**src/pkg/spm_pkg.sv**
```systemverilog
// constants and types for the switch power mode controller
package spm_pkg;
  localparam int CLK_HZ = 40000000;
  localparam int NPORT = 2;
  // register byte addresses
  localparam logic [7:0] ADDR_MODE = 8'h00;
  localparam logic [7:0] ADDR_SLEEP = 8'h04;
  localparam logic [7:0] ADDR_PORTPD = 8'h08;
  localparam logic [7:0] ADDR_STATUS = 8'h0c;
  // field positions
  localparam int MODE_LSB = 3;
  localparam int MODE_MSB = 4;
  localparam int ANEG_BIT = 0;
  localparam logic [7:0] SLEEP_RST = 8'h0f;
  // mode codes
  typedef enum logic [1:0] {
    MODE_NORMAL = 2'h0,
    MODE_EDETECT = 2'h1,
    MODE_SOFTPD = 2'h2,
    MODE_SAVE = 2'h3
  } spm_mode_t;
  // energy detect sub-states
  typedef enum logic [1:0] {
    ED_AWAKE = 2'h1,
    ED_ASLEEP = 2'h2
  } spm_ed_t;
  // timing
  localparam int PULSE_NS = 120;
  localparam int PULSE_CYC = (PULSE_NS * (CLK_HZ / 1000000) + 999) / 1000;
  localparam int SEC_CYC = CLK_HZ;
  localparam int SLEEP_TICK_MS = 1;
  localparam int TICK_CYC = CLK_HZ / 1000 * SLEEP_TICK_MS;
endpackage

```
**src/pkg/spm_apb_if.sv**
```systemverilog
// apb request and answer bundle between top and register slave
`timescale 1ns/10ps
interface spm_apb_if;
  logic wr;
  logic rd;
  logic [7:0] addr;
  logic [31:0] wdata;
  logic [31:0] rdata;
  logic err;
  modport master (output wr, output rd, output addr, output wdata, input rdata, input err);
  modport slave (input wr, input rd, input addr, input wdata, output rdata, output err);
endinterface

```
**src/rtl/spm_sync.sv**
```systemverilog
// two-flop synchroniser for pin inputs
`timescale 1ns/10ps
module spm_sync #(
  parameter int W = 1
) (
  input wire logic clk_in,
  input wire logic rst_n_in,
  input wire logic ce_in,
  input wire logic [W-1:0] d_in,
  output logic [W-1:0] q_out
);
  logic [W-1:0] meta_q;
  // first stage read only by second stage
  always_ff @(posedge clk_in) begin
    if (!rst_n_in) begin
      meta_q <= '0;
      q_out <= '0;
    end else if (ce_in) begin
      meta_q <= d_in;
      q_out <= meta_q;
    end
  end
endmodule

```
**src/rtl/spm_regs.sv**
```systemverilog
// register file of the power mode controller
`timescale 1ns/10ps
module spm_regs (
  input wire logic clk_in,
  input wire logic rst_n_in,
  input wire logic ce_in,
  spm_apb_if.slave bus,
  input wire logic [1:0] state_in,
  input wire logic ed_asleep_in,
  input wire logic [1:0] phy_rx_on_in,
  output logic [1:0] mode_out,
  output logic [7:0] sleep_out,
  output logic [spm_pkg::NPORT-1:0] portpd_out,
  output logic aneg_out
);
  logic [1:0] mode_q;
  logic [7:0] sleep_q;
  logic [spm_pkg::NPORT-1:0] portpd_q;
  logic aneg_q;
  logic [31:0] rdata_d;
  logic err_d;
  wire hit_mode = (bus.addr == spm_pkg::ADDR_MODE);
  wire hit_sleep = (bus.addr == spm_pkg::ADDR_SLEEP);
  wire hit_pd = (bus.addr == spm_pkg::ADDR_PORTPD);
  wire hit_st = (bus.addr == spm_pkg::ADDR_STATUS);
  // read mux and unmapped-address error
  always_comb begin
    rdata_d = '0;
    err_d = 1'b0;
    if (hit_mode) begin
      rdata_d[spm_pkg::MODE_MSB:spm_pkg::MODE_LSB] = mode_q;
      rdata_d[spm_pkg::ANEG_BIT] = aneg_q;
    end else if (hit_sleep) begin
      rdata_d[7:0] = sleep_q;
    end else if (hit_pd) begin
      rdata_d[spm_pkg::NPORT-1:0] = portpd_q;
    end else if (hit_st) begin
      rdata_d[1:0] = state_in;
      rdata_d[2] = ed_asleep_in;
      rdata_d[4:3] = phy_rx_on_in;
    end else begin
      err_d = 1'b1;
    end
  end
  assign bus.rdata = rdata_d;
  assign bus.err = err_d;
  // write side; reset returns every field to default
  always_ff @(posedge clk_in) begin
    if (!rst_n_in) begin
      mode_q <= spm_pkg::MODE_NORMAL;
      sleep_q <= spm_pkg::SLEEP_RST;
      portpd_q <= '0;
      aneg_q <= 1'b1;
    end else if (ce_in && bus.wr) begin
      if (hit_mode) begin
        mode_q <= bus.wdata[spm_pkg::MODE_MSB:spm_pkg::MODE_LSB];
        aneg_q <= bus.wdata[spm_pkg::ANEG_BIT];
      end else if (hit_sleep) begin
        sleep_q <= bus.wdata[7:0];
      end else if (hit_pd) begin
        portpd_q <= bus.wdata[spm_pkg::NPORT-1:0];
      end
    end
  end
  assign mode_out = mode_q;
  assign sleep_out = sleep_q;
  assign portpd_out = portpd_q;
  assign aneg_out = aneg_q;
endmodule

```
**src/rtl/spm_top.sv**
```systemverilog
// switch power mode controller top: apb slave, mode sequencing, gating
`timescale 1ns/10ps
module spm_top (
  input wire logic CLK_IN,
  input wire logic RST_N_IN,
  input wire logic CE_IN,
  input wire logic PSEL_IN,
  input wire logic PENABLE_IN,
  input wire logic PWRITE_IN,
  input wire logic [7:0] PADDR_IN,
  input wire logic [31:0] PWDATA_IN,
  output logic [31:0] PRDATA_OUT,
  output logic PREADY_OUT,
  output logic PSLVERR_OUT,
  input wire logic [spm_pkg::NPORT-1:0] ENERGY_IN,
  input wire logic [spm_pkg::NPORT-1:0] CABLE_IN,
  output logic PLL_EN_OUT,
  output logic [spm_pkg::NPORT-1:0] PHY_TX_EN_OUT,
  output logic [spm_pkg::NPORT-1:0] PHY_RX_EN_OUT,
  output logic [spm_pkg::NPORT-1:0] ED_ONLY_OUT,
  output logic MAC_EN_OUT,
  output logic HOST_EN_OUT,
  output logic PKT_EN_OUT,
  output logic [spm_pkg::NPORT-1:0] LINK_PULSE_OUT,
  output logic SOFT_RST_OUT
);
  localparam int NP = spm_pkg::NPORT;

  // ----------------------------------------
  // pin synchronisers
  // ----------------------------------------
  logic [NP-1:0] energy_s;
  logic [NP-1:0] cable_s;
  spm_sync #(.W(2 * NP)) u_sync (
    .clk_in(CLK_IN),
    .rst_n_in(RST_N_IN),
    .ce_in(CE_IN),
    .d_in({ENERGY_IN, CABLE_IN}),
    .q_out({energy_s, cable_s})
  );

  // ----------------------------------------
  // apb slave
  // ----------------------------------------
  spm_apb_if bus ();
  logic [1:0] mode;
  logic [7:0] sleep_lim;
  logic [NP-1:0] portpd;
  logic aneg;
  logic soft_rst_q;
  logic asleep_q;
  logic [NP-1:0] rx_on_q;
  wire apb_acc = PSEL_IN && PENABLE_IN;
  wire in_pd = (mode == spm_pkg::MODE_SOFTPD);
  // in power-down an access wakes; its write is dropped until the wake reset, then lands in the last access cycle
  assign bus.wr = apb_acc && PWRITE_IN && !in_pd && CE_IN;
  assign bus.rd = apb_acc && !PWRITE_IN;
  assign bus.addr = PADDR_IN;
  assign bus.wdata = PWDATA_IN;
  // internal reset merges hardware and wake resets
  wire int_rst_n = RST_N_IN && !soft_rst_q;

  spm_regs u_regs (
    .clk_in(CLK_IN),
    .rst_n_in(int_rst_n),
    .ce_in(CE_IN),
    .bus(bus),
    .state_in(mode),
    .ed_asleep_in(asleep_q),
    .phy_rx_on_in(rx_on_q),
    .mode_out(mode),
    .sleep_out(sleep_lim),
    .portpd_out(portpd),
    .aneg_out(aneg)
  );

  // registered apb answer, one wait state
  always_ff @(posedge CLK_IN) begin
    if (!RST_N_IN) begin
      PREADY_OUT <= 1'b0;
      PRDATA_OUT <= '0;
      PSLVERR_OUT <= 1'b0;
    end else if (CE_IN) begin
      PREADY_OUT <= apb_acc && !PREADY_OUT;
      PRDATA_OUT <= (apb_acc && !PREADY_OUT) ? bus.rdata : '0;
      PSLVERR_OUT <= apb_acc && !PREADY_OUT && bus.err;
    end
  end

  // ----------------------------------------
  // wake from soft power-down
  // ----------------------------------------
  // a new access (select rising) while powered down pulses an internal reset;
  // the access that writes the power-down code itself must not wake
  logic psel_q;
  always_ff @(posedge CLK_IN) begin
    if (!RST_N_IN) begin
      soft_rst_q <= 1'b0;
      psel_q <= 1'b0;
    end else if (CE_IN) begin
      soft_rst_q <= in_pd && PSEL_IN && !psel_q && !soft_rst_q;
      psel_q <= PSEL_IN;
    end
  end
  assign SOFT_RST_OUT = soft_rst_q;

  // ----------------------------------------
  // energy detect sleep timer
  // ----------------------------------------
  logic [$clog2(spm_pkg::TICK_CYC)-1:0] tick_q;
  logic [7:0] idle_q;
  logic [1:0] ed_q;
  wire ed_mode = (mode == spm_pkg::MODE_EDETECT);
  wire any_energy = |energy_s;
  wire tick = (tick_q == ($clog2(spm_pkg::TICK_CYC))'(spm_pkg::TICK_CYC - 1));
  wire idle_over = (idle_q > sleep_lim);
  always_ff @(posedge CLK_IN) begin
    if (!int_rst_n) begin
      tick_q <= '0;
      idle_q <= '0;
    end else if (CE_IN) begin
      if (!ed_mode || any_energy) begin
        tick_q <= '0;
        idle_q <= '0;
      end else begin
        tick_q <= tick ? '0 : tick_q + 1'b1;
        if (tick && !idle_over) begin
          idle_q <= idle_q + 8'h01;
        end
      end
    end
  end

  // sleep state machine of energy detect mode
  always_ff @(posedge CLK_IN) begin
    if (!int_rst_n) begin
      ed_q <= spm_pkg::ED_AWAKE;
    end else if (CE_IN && !ed_mode) begin
      ed_q <= spm_pkg::ED_AWAKE;
    end else if (CE_IN) begin
      case (ed_q)
        spm_pkg::ED_AWAKE: begin
          if (idle_over && !any_energy) begin
            ed_q <= spm_pkg::ED_ASLEEP;
          end
        end
        spm_pkg::ED_ASLEEP: begin
          if (any_energy) begin
            ed_q <= spm_pkg::ED_AWAKE;
          end
        end
        default: ed_q <= spm_pkg::ED_AWAKE;
      endcase
    end
  end
  wire sleeping = ed_mode && (ed_q == spm_pkg::ED_ASLEEP);

  // ----------------------------------------
  // one pulse per second in energy detect mode
  // ----------------------------------------
  logic [$clog2(spm_pkg::SEC_CYC)-1:0] sec_q;
  wire sec_end = (sec_q == ($clog2(spm_pkg::SEC_CYC))'(spm_pkg::SEC_CYC - 1));
  wire pulse_on = ed_mode && (sec_q < ($clog2(spm_pkg::SEC_CYC))'(spm_pkg::PULSE_CYC));
  always_ff @(posedge CLK_IN) begin
    if (!int_rst_n) begin
      sec_q <= '0;
    end else if (CE_IN && !ed_mode) begin
      sec_q <= '0;
    end else if (CE_IN) begin
      sec_q <= sec_end ? '0 : sec_q + 1'b1;
    end
  end

  // ----------------------------------------
  // power saving receive gating per port
  // ----------------------------------------
  wire save_mode = (mode == spm_pkg::MODE_SAVE);
  // receiver drops only with autoneg on and no cable; energy restores it
  wire [NP-1:0] rx_cut = {NP{save_mode && aneg}} & ~cable_s & ~energy_s;

  // ----------------------------------------
  // block enables, all registered
  // ----------------------------------------
  wire pll_on = (mode == spm_pkg::MODE_NORMAL) || save_mode || (ed_mode && !sleeping);
  wire core_on = !in_pd && !sleeping;
  always_ff @(posedge CLK_IN) begin
    if (!RST_N_IN) begin
      PLL_EN_OUT <= 1'b1;
      MAC_EN_OUT <= 1'b1;
      HOST_EN_OUT <= 1'b1;
      PKT_EN_OUT <= 1'b1;
      PHY_TX_EN_OUT <= '1;
      PHY_RX_EN_OUT <= '1;
      ED_ONLY_OUT <= '0;
      LINK_PULSE_OUT <= '0;
      asleep_q <= 1'b0;
      rx_on_q <= '1;
    end else if (CE_IN) begin
      PLL_EN_OUT <= pll_on && !in_pd;
      MAC_EN_OUT <= core_on;
      HOST_EN_OUT <= core_on;
      PKT_EN_OUT <= core_on;
      // transmit stays on in saving mode
      PHY_TX_EN_OUT <= {NP{core_on}} & ~portpd;
      PHY_RX_EN_OUT <= {NP{core_on}} & ~portpd & ~rx_cut;
      ED_ONLY_OUT <= {NP{sleeping}} & ~portpd;
      LINK_PULSE_OUT <= {NP{pulse_on}} & ~portpd;
      asleep_q <= sleeping;
      rx_on_q <= {NP{core_on}} & ~portpd & ~rx_cut;
    end
  end
endmodule

```
**config.mk**
```make
export PLATFORM = sky130hd
export DESIGN_NAME = spm_top
export DESIGN_NICKNAME = d
export VERILOG_FILES = /design/src/pkg/spm_pkg.sv /design/src/pkg/spm_apb_if.sv /design/src/rtl/spm_sync.sv /design/src/rtl/spm_regs.sv /design/src/rtl/spm_top.sv
export SDC_FILE = /design/constraint.sdc
export NUM_CORES = 1
export LEC_CHECK = 0
export BUFFER_PORTS_ARGS = -buffer_cell sky130_fd_sc_hd__buf_2
export CAP_MARGIN = 20
export CELL_PAD_IN_SITES_DETAIL_PLACEMENT = 0
export CELL_PAD_IN_SITES_GLOBAL_PLACEMENT = 1
export CORE_UTILIZATION = 30
export CTS_BUF_LIST = sky130_fd_sc_hd__clkbuf_4
export DETAILED_ROUTE_END_ITERATION = 6
export GPL_ROUTABILITY_DRIVEN = 0
export GPL_TIMING_DRIVEN = 0
export PLACE_DENSITY = 0.66
export SYNTH_ARGS = -nofsm -noshare
export SYNTH_HDL_FRONTEND = slang
export SYNTH_HIERARCHICAL = 1
export SYNTH_SLANG_ARGS = --single-unit
```
**constraint.sdc**
```tcl
create_clock -name CLK_IN -period 4.1 [get_ports CLK_IN]
set_clock_uncertainty 0.2 [all_clocks]
set_input_delay 0.41 -clock CLK_IN [delete_from_list [all_inputs] [get_ports CLK_IN]]
set_output_delay 0.41 -clock CLK_IN [all_outputs]
set_load 0.03 [all_outputs]
```
### Yosys cells after proc, flatten, opt, wreduce, memory -nomap -nowiden

Index checks and enable logic that the tools add are counted.

* RAM bits: 0
* memories kept: 0
* register bits after elaboration: 120
* bits in latches: 0
* output and inout bits: 47
* bits in read-only memories: 0
* logic and storage cells: 115

* reductions and logical operators: 41
* add/subtract/negate cells: 3
* divide/modulo/power cells: 0
* multiply operators: 0
* bitwise gates (word level): 13
* shift operators: 0
* $lt $le $gt $ge: 2
* mux-type cells: 22
* equal/unequal tests: 12

Operators with widths (count)
* 2-to-1 mux 16 bit: 2
* adder 26 x 1 -> 26 bit (second input constant): 1
* == test 26 bit (second input constant): 1
* < comparator 26 x 3 -> 1 bit (second input constant): 1
* 2-to-1 mux 26 bit: 1
* 2-to-1 mux 8 bit: 3
* logical AND 1 bit: 20
* adder 16 x 1 -> 16 bit (second input constant): 1
* == test 16 bit (second input constant): 1
* == test 8 x 4 -> 1 bit (second input constant): 2
* AND 2 bit: 6
* 2-to-1 mux 2 bit: 5
* 2-to-1 mux 5 bit: 2
* 2-to-1 mux 3 bit: 3
* adder 8 x 1 -> 8 bit (second input constant): 1
* == test 8 x 3 -> 1 bit (second input constant): 1
* greater-than comparator 8 bit: 1
* zero test 1 bit: 8
* zero test 8 bit: 1
* inverter 2 bit: 4
* == test 2 bit (second input constant): 3
* AND reduction 3 bit: 2
* 2-to-1 mux 1 bit: 5
* == test 2 x 1 -> 1 bit (second input constant): 2
* other kinds (9): 16

### Longest topological paths before layout

Gate-level depths: netlist of run 1.

* depth in word-level cells: 6
* mapped depth: 8
* mapped depth without buffers: 8

### By module

Netlist of run 1, hierarchy kept.

Modules (own cells, without submodules)
* spm_top: cells each 504, times used 1, area an instance 4490.6 um^2
* spm_regs: cells each 109, times used 1, area an instance 919.6 um^2
* spm_sync: cells each 25, times used 1, area an instance 301.5 um^2

### Least setup slack after synthesis of run 1

OpenSTA, ideal clock, no wires.

* kind: reg2reg
* start point: register u_regs.sleep_q[7] (netlist: u_regs/sleep_out[7])
* end point: register idle_q[7]
* setup slack: 1.854 ns
* required time: 3.830 ns
* arrival time: 1.976 ns
* period minus slack after synthesis: 2.246 ns
* stages on the path, launching flop included: 9
* cells stage by stage: dfxtp_1 -> inv_1 -> ha_1 -> nand4_1 -> or2_2 -> nand3_1 -> nand3_2 -> or4_1 -> a21oi_1

* longest elaborated chain between the ends: 5

RTL lines
* start: declaration: RTL line spm_regs.sv:17 `logic [7:0] sleep_q;`
* start signal: assignment: RTL line spm_regs.sv:51 `sleep_q <= spm_pkg::SLEEP_RST;`
* start signal: assignment: RTL line spm_regs.sv:59 `sleep_q <= bus.wdata[7:0];`
* greater-than comparator 8 bit: RTL line spm_top.sv:116 `wire idle_over = (idle_q > sleep_lim);`
* zero test 1 bit: RTL line spm_top.sv:127 `if (tick && !idle_over) begin`
* logical AND 1 bit: RTL line spm_top.sv:127
* nonzero test 2 bit (no source line)
* AND reduction 2 bit (no source line)
* end signal: assignment: RTL line spm_top.sv:128 `idle_q <= idle_q + 8'h01;`
* end: declaration: RTL line spm_top.sv:111 `logic [7:0] idle_q;`

Every way passes these cells.
A chain may end at the register's enable or synchronous reset.

### Worst setup path in the final report of run 1

Same ends and word-level chain as after synthesis.

==> results of run 1 <==
[cells in the final DEF (no fill, tap or decap), types with 17 or more instances in the layout]
cell,instances
a22oi_1,38
buf_2,72
buf_4,28
clkbuf_1,18
clkbuf_4,17
conb_1,24
dfxtp_1,120
dlygate4sd3_1,18
mux2i_1,23
nand2_1,49
nand3_1,23
nand4_1,23
nor2_1,71
nor2b_1,50
xor2_1,27
[sequential cells by signal, summed over array words and instances, names as in the netlist, 2 cells and up]
register	flops
sec_q	26
ed_q	2
PHY_TX_EN_OUT	2
u_regs/mode_out	2
idle_q	8
u_sync/q_out	4
u_regs/portpd_out	2
ED_ONLY_OUT	2
LINK_PULSE_OUT	2
u_regs/sleep_out	8
u_sync/meta_q	4
tick_q	16
PRDATA_OUT	32
PHY_RX_EN_OUT	2
[power by group]
| group | leakage [nW] | internal, mW | switching (mW) | total, mW |
|---|---|---|---|---|
| Clock | 0.165 | 0.290 | 0.579 | 0.870 |
| Sequential | 0.971 | 1.18 | 0.0108 | 1.19 |
| Combinational | 1.66 | 0.0803 | 0.104 | 0.184 |
| Total | 2.79 | 1.55 | 0.694 | 2.25 |
[timing repair]
action / 4_1_cts / 5_1_grt
gates resized for setup: 0 / 0
setup endpoints to repair: 0 / 0
hold buffers: 18 / 0
hold endpoints to repair: 22 / 0
[metrics by stage]
stage	hold WS, ns	utilization	setup WS (ns)	total power, mW
3_5_place_dp	0.274	0.345	1.54	1.39
5_1_grt	0.0671	0.371	1.42	2.35
4_1_cts	0.0479	0.371	1.54	2.29
2_1_floorplan	0.243	-	1.85	1.33
3_3_place_gp	0.266	0.345	1.56	1.38
6_report	0.119	0.371	1.56	2.25
[layout make-up]
class	instances	area, sq um	area share
Buffer	53	329	0.0475
Multi-Input combinational cell	469	3000	0.433
Tap cell	234	293	0.0423
Inverter	17	63.8	0.00921
Timing Repair Buffer	88	531	0.0766
Clock buffer	17	128	0.0184
Clock inverter	15	181	0.0262
Antenna cell	1	2.50	0.000361
Sequential cell	120	2400	0.347
[layer usage]
| layer | up-vias | share of wire | global-route usage |
|---|---|---|---|
| met4 | 0 | 0.014 | 0.0561 |
| met3 | 13 | 0.051 | 0.0554 |
| li1 | 2443 | - | - |
| met2 | 78 | 0.48 | 0.258 |
| met1 | 2281 | 0.45 | 0.174 |
| met5 | - | 0 | 0 |
[worst max-delay path by stage]
stage	from	end	slack [ns]	cells after the start
finish	u_regs/sleep_out[7]	idle_q[7]	1.56	8
global route	u_regs/sleep_out[7]	idle_q[7]	1.42	8
CTS	u_regs/sleep_out[7]	idle_q[7]	1.54	8
detailed placement	CE_IN	sec_q[25]	1.54	7
global placement	CE_IN	sec_q[25]	1.56	7
floorplan	u_regs/sleep_out[7]	idle_q[7]	1.85	8
[critical path: stages, from the launching register on]
cell and delay (ns):
dfxtp_1 0.39, inv_1 0.06, ha_1 0.32, nand4_1 0.18
or2_2 0.35, nand3_1 0.15, nand3_2 0.16, or4_1 0.52
a21oi_1 0.15
==> results.txt, run 1 <==
The flow ran to the end, and the final reports show no timing, DRC or antenna violations. The number of vias after detailed routing is 4,815. The routed length per instance came out at 14.0 microns. The standard cell core area came out at 18,600 sq um. Across the VDD grid, the largest voltage drop is 159 uV. The layout has 1,928 filler cells. Setup repair after global routing left no endpoint under its margin. From bottom edge to top edge, the die measures 140 microns.

In this run, the number of DRC markers left after iteration 0 of detailed routing was 122. The total instance count after detailed placement is 963. The startpoint identified for the worst hold timing path is PADDR_IN[0]. The clock tree from TritonCTS is done. The count of H-tree levels built during CTS came out at 4. In this run the horizontal extent of the chip is 140 microns. The overflow left after global routing is 0. The total leakage power came out at 2.79 nW. The number of standard-cell rows in the floorplan came out at 50.

The clock transition at the registers of the reported paths came out at 0.13 ns. The final wirelength came out at 14,200 microns. At the end of the flow, the number of nets in the layout was 831. The ratio of cells with drive above 1 in the final layout is 0.202. Setup violations remaining at the end of the flow were counted as 0. The number of violations of the max-capacitance limit came out at 0. The initial standard-cell utilization of the core came out at 0.306. The first-pass detailed-route iteration total came out at 4.

The global-route wire length before repair came out at 23,600 microns. The number of hold violations in the final report is 0. In the finished design, the share of the clock period the worst path needs comes to 0.620. The worst setup path is captured at a register. In this run the remaining antenna-violating nets after routing total 0.

The placed instances occupy a cell area of 6430 sq um. The number of clock buffers inserted by TritonCTS came out at 17. The quantity of I/O buffers inserted on ports came out at 70. The cell area after synthesis came out at 5700 sq um. The setup TNS is 0 ns. The largest net degree at the start of global routing is 17.

The final critical path time including I/O delays and setup is 2.54 ns. After detailed routing, the number of vias per cell comes to 4.75. The number of non-filler instances in the completed layout is 1,014. A synthesized cell averages 8.97 sq um. The I/O pin count came out at 97. In this run the critical register-to-register path is captured at idle_q[7].

The power density over cell area came out at 324 nW/um^2. For the worst-skew pair, the clock arrives at the later sink with an insertion delay of 0.56 ns. The worst slew margin relative to its limit came out at 0.401.

The global router's overall resource usage is 0.152. The detailed placement HPWL came out at 10,600 microns. The worst hold path terminates at u_regs/portpd_out[1].

The number of cells on the worst reg-to-reg path is 8. The number of antenna violations at the first check in global routing is 1. The count of final max-slew check failures is 0. The area enclosed by the die boundary is 19,600 sq um. The design area is 6930 sq um. The setup slack of the worst register-to-register path is 1.56 ns. The layout overhead on the synthesized area is 21.4%. For this run, design rule violations remaining after detail routing come to 0.

The clock sink count is 120. The slew at the pin closest to its max-slew limit came out at 0.891 ns. The data arrival time at the worst-slack endpoint is 2.81 ns.

The buffer cell driving the clock tree root is clkbuf_4. The worst setup path is launched from a register. Synthesis produced a netlist whose cell count is 636.

The startpoint of the lowest-slack register-to-register path is u_regs/sleep_out[7]. The path class of the tightest hold or removal check is input port to register. At the worst endpoint, the required time is 4.37 ns. The achievable frequency came out at 394 MHz.

The clock tree buffer depth came out at 2. Counting instances, the worst hold path has a depth of 4. The critical setup path kind is register to register.

The number of synthesis warnings is 6. The number of global-route vias before repair is 4,973. The largest fanout on the critical path is 7. The number of setup buffers added after CTS is 0.
Note: power is estimated with default switching activity, not from simulation.
==> run 2, diff against run 1 <==
Settings changed: PLACE_DENSITY 0.66 to 0.68.
Clock period 4.1 ns to 2.1 ns, I/O delays scaled along.
==> run 2 against run 1 <==
Against the previous run:
- the run now ends with negative setup slack left
- via count up 1.3%
- utilization up 3.5 points
- design area up 9.3%
- non-clock buffer count up 40
- first-iteration DRC count up 45%
- power up 98%
- hold slack worse by 0.079 ns
- largest cell class unchanged
- highest routed layer unchanged
==> results.txt, run 2 (same netlist as run 1, synthesis figures left out) <==
The path category of the worst min-delay check is input port to register (unchanged). The maximum resistive drop on vdd is 297 uV (was 159 uV). The overall power of the completed layout came out at 4.44 mW (was 2.25 mW). The largest fanout on the critical path came to 6 (was 7).

The area enclosed by the die boundary is 19,600 sq um (unchanged). The initial detailed-routing violation count came out at 177 (was 122). The I/O pin count is 97 (unchanged). The final critical path time including I/O delays and setup came to 2.21 ns (was 2.54 ns). The data arrival time at the worst-slack endpoint came out at 2.49 ns (was 2.81 ns).

The count of H-tree levels built during CTS came out at 4 (unchanged). The ratio of cells with drive above 1 in the final layout is 0.298 (was 0.202). The cell type group with the largest total delay on the critical path is compound AO/OA/AOI/OAI gates (was simple AND/OR/NAND/NOR gates).

The slowest cell on the critical path is a2111o_1 (was or4_1). The number of global-route vias before repair came out at 4,741 (was 4,973). The most numerous cell type found on the critical path is buf_4. Most used cells in the layout excluding fill and tap cells: 100 x dfxtp_1, 72 x buf_2, 67 x nor2_1 (was 120 x dfxtp_1, 72 x buf_2, 71 x nor2_1). The flip-flop count of the largest register, all copies and words added is 32 (unchanged).

The clock tree from TritonCTS is done (unchanged). The total number of nets in the final design came to 871 (was 831). The number of antenna violations at the first check in global routing came out at 1 (unchanged). The clock sink count is 120 (unchanged). The count of final max-slew check failures was 0 (unchanged). The number of failing setup endpoints in the final timing report is 9 (was 0).

Ordered cell list for the critical path: ha_1, nand4_1, buf_4, a2111o_1, nand3_4, buf_4, and3_2, a31o_2 (was inv_1, ha_1, nand4_1, or2_2, nand3_1, nand3_2, or4_1, a21oi_1). The number of nets with antenna violations after routing is 0 (unchanged). The checks that failed: negative setup slack.

The initial standard-cell utilization of the core is 0.306 (unchanged). The buffer cell driving the clock tree root is clkbuf_4 (unchanged). The register name with the most flops was PRDATA_OUT (unchanged). The power density over cell area is 586 nW/um^2 (was 324 nW/um^2). The chip width is 140 microns (unchanged). The number of vias after detailed routing is 4,879 (was 4,815).

The smallest setup slack after layout came out at -0.112 ns (was 1.56 ns). The clock transition at the registers of the reported paths came out at 0.11 ns (was 0.13 ns). The number of violations of the max-capacitance limit is 0 (unchanged).

The global-route wire length before repair was 23,700 microns (was 23,600 microns). The standard cell core area is 18,600 sq um (unchanged). The most frequent standard cell in the layout excluding fill and tap cells is dfxtp_1 (unchanged). The longest individual stage delay on the worst path came to 0.44 ns (was 0.52 ns). The via count normalized by instance count came out at 4.63 (was 4.75).

The quantity of I/O buffers inserted on ports is 70 (unchanged). The kind of capture point of the worst setup path is a register (unchanged). The slew at the pin closest to its max-slew limit is 0.560 ns (was 0.891 ns). The buffer and inverter count on the worst path is 2 (was 1).

The final wirelength came out at 14,200 microns (about the same). The number of clock buffers inserted by TritonCTS is 17 (unchanged). The critical setup path kind was register to register (unchanged). The global router's overall resource usage is 0.152 (about the same). The area of all sequential standard cells is 2440 sq um (was 2400 sq um).

The largest net degree at the start of global routing came out at 17 (unchanged). The y dimension of the die was 140 microns (unchanged). Result of the run: finished with violations (was finished clean). The fraction of the cycle the final worst path needs is 1.05 (was 0.620). Setup repair after global routing missed its margin: yes (was no). The total leakage power is 3.05 nW (was 2.79 nW). The element type at the critical path start is a register (unchanged).

The clock insertion delay at the later pin of the skew report came to 0.54 ns (was 0.56 ns). The clock tree buffer depth is 2 (unchanged). The routed length per instance came out at 13.5 microns (was 14.0 microns). The layout overhead on the synthesized area is 32.7% (was 21.4%). The worst slew margin relative to its limit is 0.627 (was 0.401). The filler cell count in the final layout came to 1,943 (was 1,928). The overflow left after global routing came out at 0 (unchanged). The required time of the critical path came out at 2.38 ns (was 4.37 ns). The achievable frequency is 452 MHz (was 394 MHz). The first-pass detailed-route iteration total is 4 (unchanged).

The number of standard-cell rows in the floorplan is 50 (unchanged). The setup TNS came out at -0.566 ns (was 0 ns). The number of DRC violations after detailed routing came out at 0 (unchanged). The number of hold violations in the final report is 0 (unchanged).

Registers with the most flip-flops: PRDATA_OUT: 32 flops, sec_q: 26 flops, tick_q: 16 flops (unchanged). The combined area of the multi-input logic cells is 3260 sq um (was 3000 sq um). The detailed placement HPWL is 9820 microns (was 10,600 microns).
run 2: worst min-delay path, cell delays in order:
cell and delay [ns]:
buf_2 0.17, buf_6 0.16, mux2i_1 0.14, nor2b_1 0.05
run 2: layer usage:
layer	routed length (microns)	track usage	vias to the layer above	part of all wire
li1	-	-	2527	-
met1	6970	0.199	2285	0.49
met2	6520	0.242	55	0.46
met3	564	0.0441	12	0.040
met4	160	0.0486	0	0.011
met5	0	0	-	0
run 2: worst paths after layout:
check,endpoint,slack (ns),startpoint,depth (start not counted)
worst min-delay path,u_sync/q_out[0],0.04,CE_IN,4
worst max-delay path,idle_q[1],-0.11,idle_q[4],8
worst min register to register,asleep_q,0.28,asleep_q,2
worst max register to register,idle_q[1],-0.11,idle_q[4],8
run 2: repair_timing:
action                                  4_1_cts  5_1_grt
hold endpoints to repair                     35        0
pin swaps                                    26       25
hold buffers                                 29        0
gates cloned                                  0        2
buffers inserted                             23        9
endpoints found under the setup margin       57       63
gates resized for setup                      48       41
run 2: final cells by class:
| cell class | count | area share |
|---|---|---|
| Inverter | 17 | 0.00876 |
| Multi-Input combinational cell | 469 | 0.431 |
| Timing Repair Buffer | 130 | 0.117 |
| Clock buffer | 17 | 0.0169 |
| Clock inverter | 15 | 0.0210 |
| Tap cell | 234 | 0.0387 |
| Buffer | 51 | 0.0438 |
| Sequential cell | 120 | 0.322 |
| Antenna cell | 1 | 0.000331 |
run 2: power breakdown:
part | switching [mW] | leakage, nW | internal [mW]
clock network | 0.912 | 0.144 | 0.804
registers | 0.0196 | 0.980 | 2.30
logic | 0.217 | 1.92 | 0.187
run 2: metrics by stage:
step	hold slack [ns]	std cells	util	worst slack (ns)	cell area, sq um
2_1_floorplan	0.138	659	-	-0.0429	5810
3_3_place_gp	0.258	963	0.346	-0.283	6450
3_5_place_dp	0.271	963	0.346	-0.257	6450
4_1_cts	0.000276	1045	0.396	-0.112	7380
5_1_grt	0.00520	1054	0.406	-0.219	7570
6_report	0.0399	1054	0.406	-0.112	7570
==> run 3, diff against run 2 <==
Settings changed: CTS_BUF_LIST sky130_fd_sc_hd__clkbuf_4 to sky130_fd_sc_hd__clkbuf_8.
==> run 3 against run 2 <==
Against the previous run:
- sequential share of layout area is essentially flat
- fmax about the same
- design area down 0.43%
- critical path type unchanged
- first-iteration DRC count up 24%
- the run still ends with negative setup slack left
- hold slack worse by 0.010 ns
- die area unchanged
- sequential power barely moved
- critical path depth is 1 lower
- final cell count decreased by 1.7%
- largest power group unchanged
- clock power is 31% higher
==> results.txt, run 3 (same netlist as run 1, synthesis figures left out) <==
Result of the run: finished with violations (unchanged). Violated checks: negative setup slack (unchanged). The final critical path time including I/O delays and setup came out at 2.21 ns (about the same). The global router's overall resource usage is 0.151 (was 0.152). The y dimension of the die was 140 microns (unchanged). The number of non-filler instances in the completed layout is 1,036 (was 1,054). The filler cell count in the final layout came to 1,939 (was 1,943).

The buffer cell driving the clock tree root was clkbuf_8 (was clkbuf_4). The worst slew margin relative to its limit came out at 0.624 (was 0.627). The path category of the worst min-delay check is input port to register (unchanged).

The smallest setup slack after layout came to -0.113 ns (was -0.112 ns). The initial detailed-routing violation count is 220 (was 177). Setup repair after global routing missed its margin: yes (unchanged). The slew at the pin closest to its max-slew limit came to 0.564 ns (was 0.560 ns). The fraction of the cycle the final worst path needs is 1.05 (about the same). The number of nets with antenna violations after routing was 0 (unchanged).

The overall power of the completed layout was 4.96 mW (was 4.44 mW). The first-pass detailed-route iteration total is 4 (unchanged). The clock tree buffer depth came out at 2 (unchanged). The register name with the most flops is PRDATA_OUT (unchanged). The clock insertion delay at the later pin of the skew report is 0.43 ns (was 0.54 ns). The number of standard-cell rows in the floorplan came to 50 (unchanged).

The standard cell core area is 18,600 sq um (unchanged). Ordered cell list for the critical path: inv_2, ha_4, nand4_1, buf_4, a2111o_1, and3_2, a31o_2 (was ha_1, nand4_1, buf_4, a2111o_1, nand3_4, buf_4, and3_2, a31o_2). The number of DRC violations after detailed routing came out at 0 (unchanged).

The routed length per instance came out at 13.5 microns (about the same). The final hold slack is 0.0296 ns (was 0.0399 ns). The layout overhead on the synthesized area is 32.2% (was 32.7%). The clock sink count came out at 120 (unchanged). The number of antenna violations at the first check in global routing came out at 0 (was 1).

The overflow left after global routing is 0 (unchanged). The chip width is 140 microns (unchanged). The data arrival time at the worst-slack endpoint is 2.34 ns (was 2.49 ns). The critical setup path kind is register to register (unchanged).

The final core utilization is 0.404 (was 0.406). The number of clock buffers inserted by TritonCTS came out at 17 (unchanged). The cell type group with the largest total delay on the critical path is compound AO/OA/AOI/OAI gates (unchanged).

The total instance count after detailed placement came to 963 (unchanged). The number of hold violations in the final report came out at 0 (unchanged). The total leakage power is 3.02 nW (was 3.05 nW).

The initial standard-cell utilization of the core came out at 0.306 (unchanged). The largest fanout on the critical path came out at 3 (was 6). The combined area of the multi-input logic cells is 3240 sq um (was 3260 sq um).

The global-route wire length before repair came out at 23,600 microns (was 23,700 microns). The I/O pin count was 97 (unchanged). The number of violations of the max-capacitance limit was 0 (unchanged). The achievable frequency is 452 MHz (about the same). The element type at the critical path start is a register (unchanged). The clock transition at the registers of the reported paths came out at 0.07 ns (was 0.11 ns). Most used cells in the layout excluding fill and tap cells: 101 x dfxtp_1, 72 x buf_2, 58 x nor2_1 (was 100 x dfxtp_1, 72 x buf_2, 67 x nor2_1). The flip-flop count of the largest register, all copies and words added was 32 (unchanged). The via count normalized by instance count is 4.64 (was 4.63). The detailed placement HPWL is 9820 microns (unchanged). The setup TNS came out at -0.562 ns (was -0.566 ns). The count of antenna diodes in the layout is 0 (was 1). The final wirelength came out at 14,000 microns (was 14,200 microns). The count of H-tree levels built during CTS is 4 (unchanged). The count of final max-slew check failures is 0 (unchanged). The power density over cell area came out at 658 nW/um^2 (was 586 nW/um^2).

The number of vias after detailed routing is 4,810 (was 4,879). The longest individual stage delay on the worst path came out at 0.44 ns (about the same). The slowest cell on the critical path is a2111o_1 (unchanged). The required time of the critical path came out at 2.23 ns (was 2.38 ns). The area enclosed by the die boundary came out at 19,600 sq um (unchanged). The quantity of I/O buffers inserted on ports is 70 (unchanged).

The clock tree from TritonCTS is done (unchanged). The most frequent standard cell in the layout excluding fill and tap cells is dfxtp_1 (unchanged). The area of all sequential standard cells came out at 2430 sq um (was 2440 sq um). The ratio of cells with drive above 1 in the final layout is 0.299 (was 0.298). The number of failing setup endpoints in the final timing report was 10 (was 9). The kind of capture point of the worst setup path was a register (unchanged). The largest net degree at the start of global routing is 17 (unchanged). The number of global-route vias before repair was 4,678 (was 4,741). The maximum resistive drop on vdd came out at 360 uV (was 297 uV).

The buffer and inverter count on the worst path came out at 2 (unchanged). The total number of nets in the final design is 854 (was 871). Registers with the most flip-flops: PRDATA_OUT: 32 flops, sec_q: 26 flops, tick_q: 16 flops (unchanged).
## run 3: metal layers
metal / share of wire / vias up / track usage / wire [microns]
met5: 0 / - / 0 / 0
met4: 0.013 / 0 / 0.0515 / 179
met3: 0.040 / 15 / 0.0403 / 566
met2: 0.46 / 65 / 0.240 / 6440
met1: 0.49 / 2247 / 0.197 / 6850
li1: - / 2483 / - / -
## run 3: metrics by stage
step	area (sq um)	worst slack, ns
floorplan	5810	-0.0429
global placement	6450	-0.283
detailed placement	6450	-0.257
CTS	7340	-0.103
global route	7540	-0.199
finish	7540	-0.113
## run 3: final timing paths
kind                  startpoint                   end  slack [ns]  depth (start not counted)
max          u_regs/sleep_out[7]             idle_q[2]       -0.11                          7
min                  PADDR_IN[7]  u_regs/portpd_out[1]        0.03                          4
max reg2reg  u_regs/sleep_out[7]             idle_q[2]       -0.11                          7
min reg2reg             asleep_q              asleep_q        0.28                          2
## run 3: power breakdown
| part | leakage [nW] | switching, mW | total, mW | internal (mW) |
|---|---|---|---|---|
| sequential | 0.978 | 0.0203 | 2.32 | 2.30 |
| clock | 0.210 | 0.955 | 2.25 | 1.30 |
| combinational | 1.83 | 0.212 | 0.386 | 0.174 |
| total | 3.02 | 1.19 | 4.96 | 3.77 |
## run 3: repair_timing
action	in CTS	in global routing
resized for setup	38	46
buffers inserted	12	9
hold endpoints to repair	22	0
setup endpoints to repair	57	60
cloned	0	2
hold buffers	23	0
pin swaps	12	31
## run 3: tightest hold or removal path, delay by kind of cell
| kind | cells | cell delay [ns] |
|---|---|---|
| buffers and inverters | 1 | 0.09 |
| multiplexers | 1 | 0.09 |
| AND/OR/NAND/NOR | 2 | 0.23 |
## run 3: layout make-up
cell class | instances | area share
multi-input cells | 469 | 0.429
flip-flops and latches | 120 | 0.322
repair buffers | 114 | 0.0994
plain buffers | 50 | 0.0438
well taps | 234 | 0.0388
clock buffers | 21 | 0.0383
clock inverters | 11 | 0.0191
inverters | 17 | 0.00880
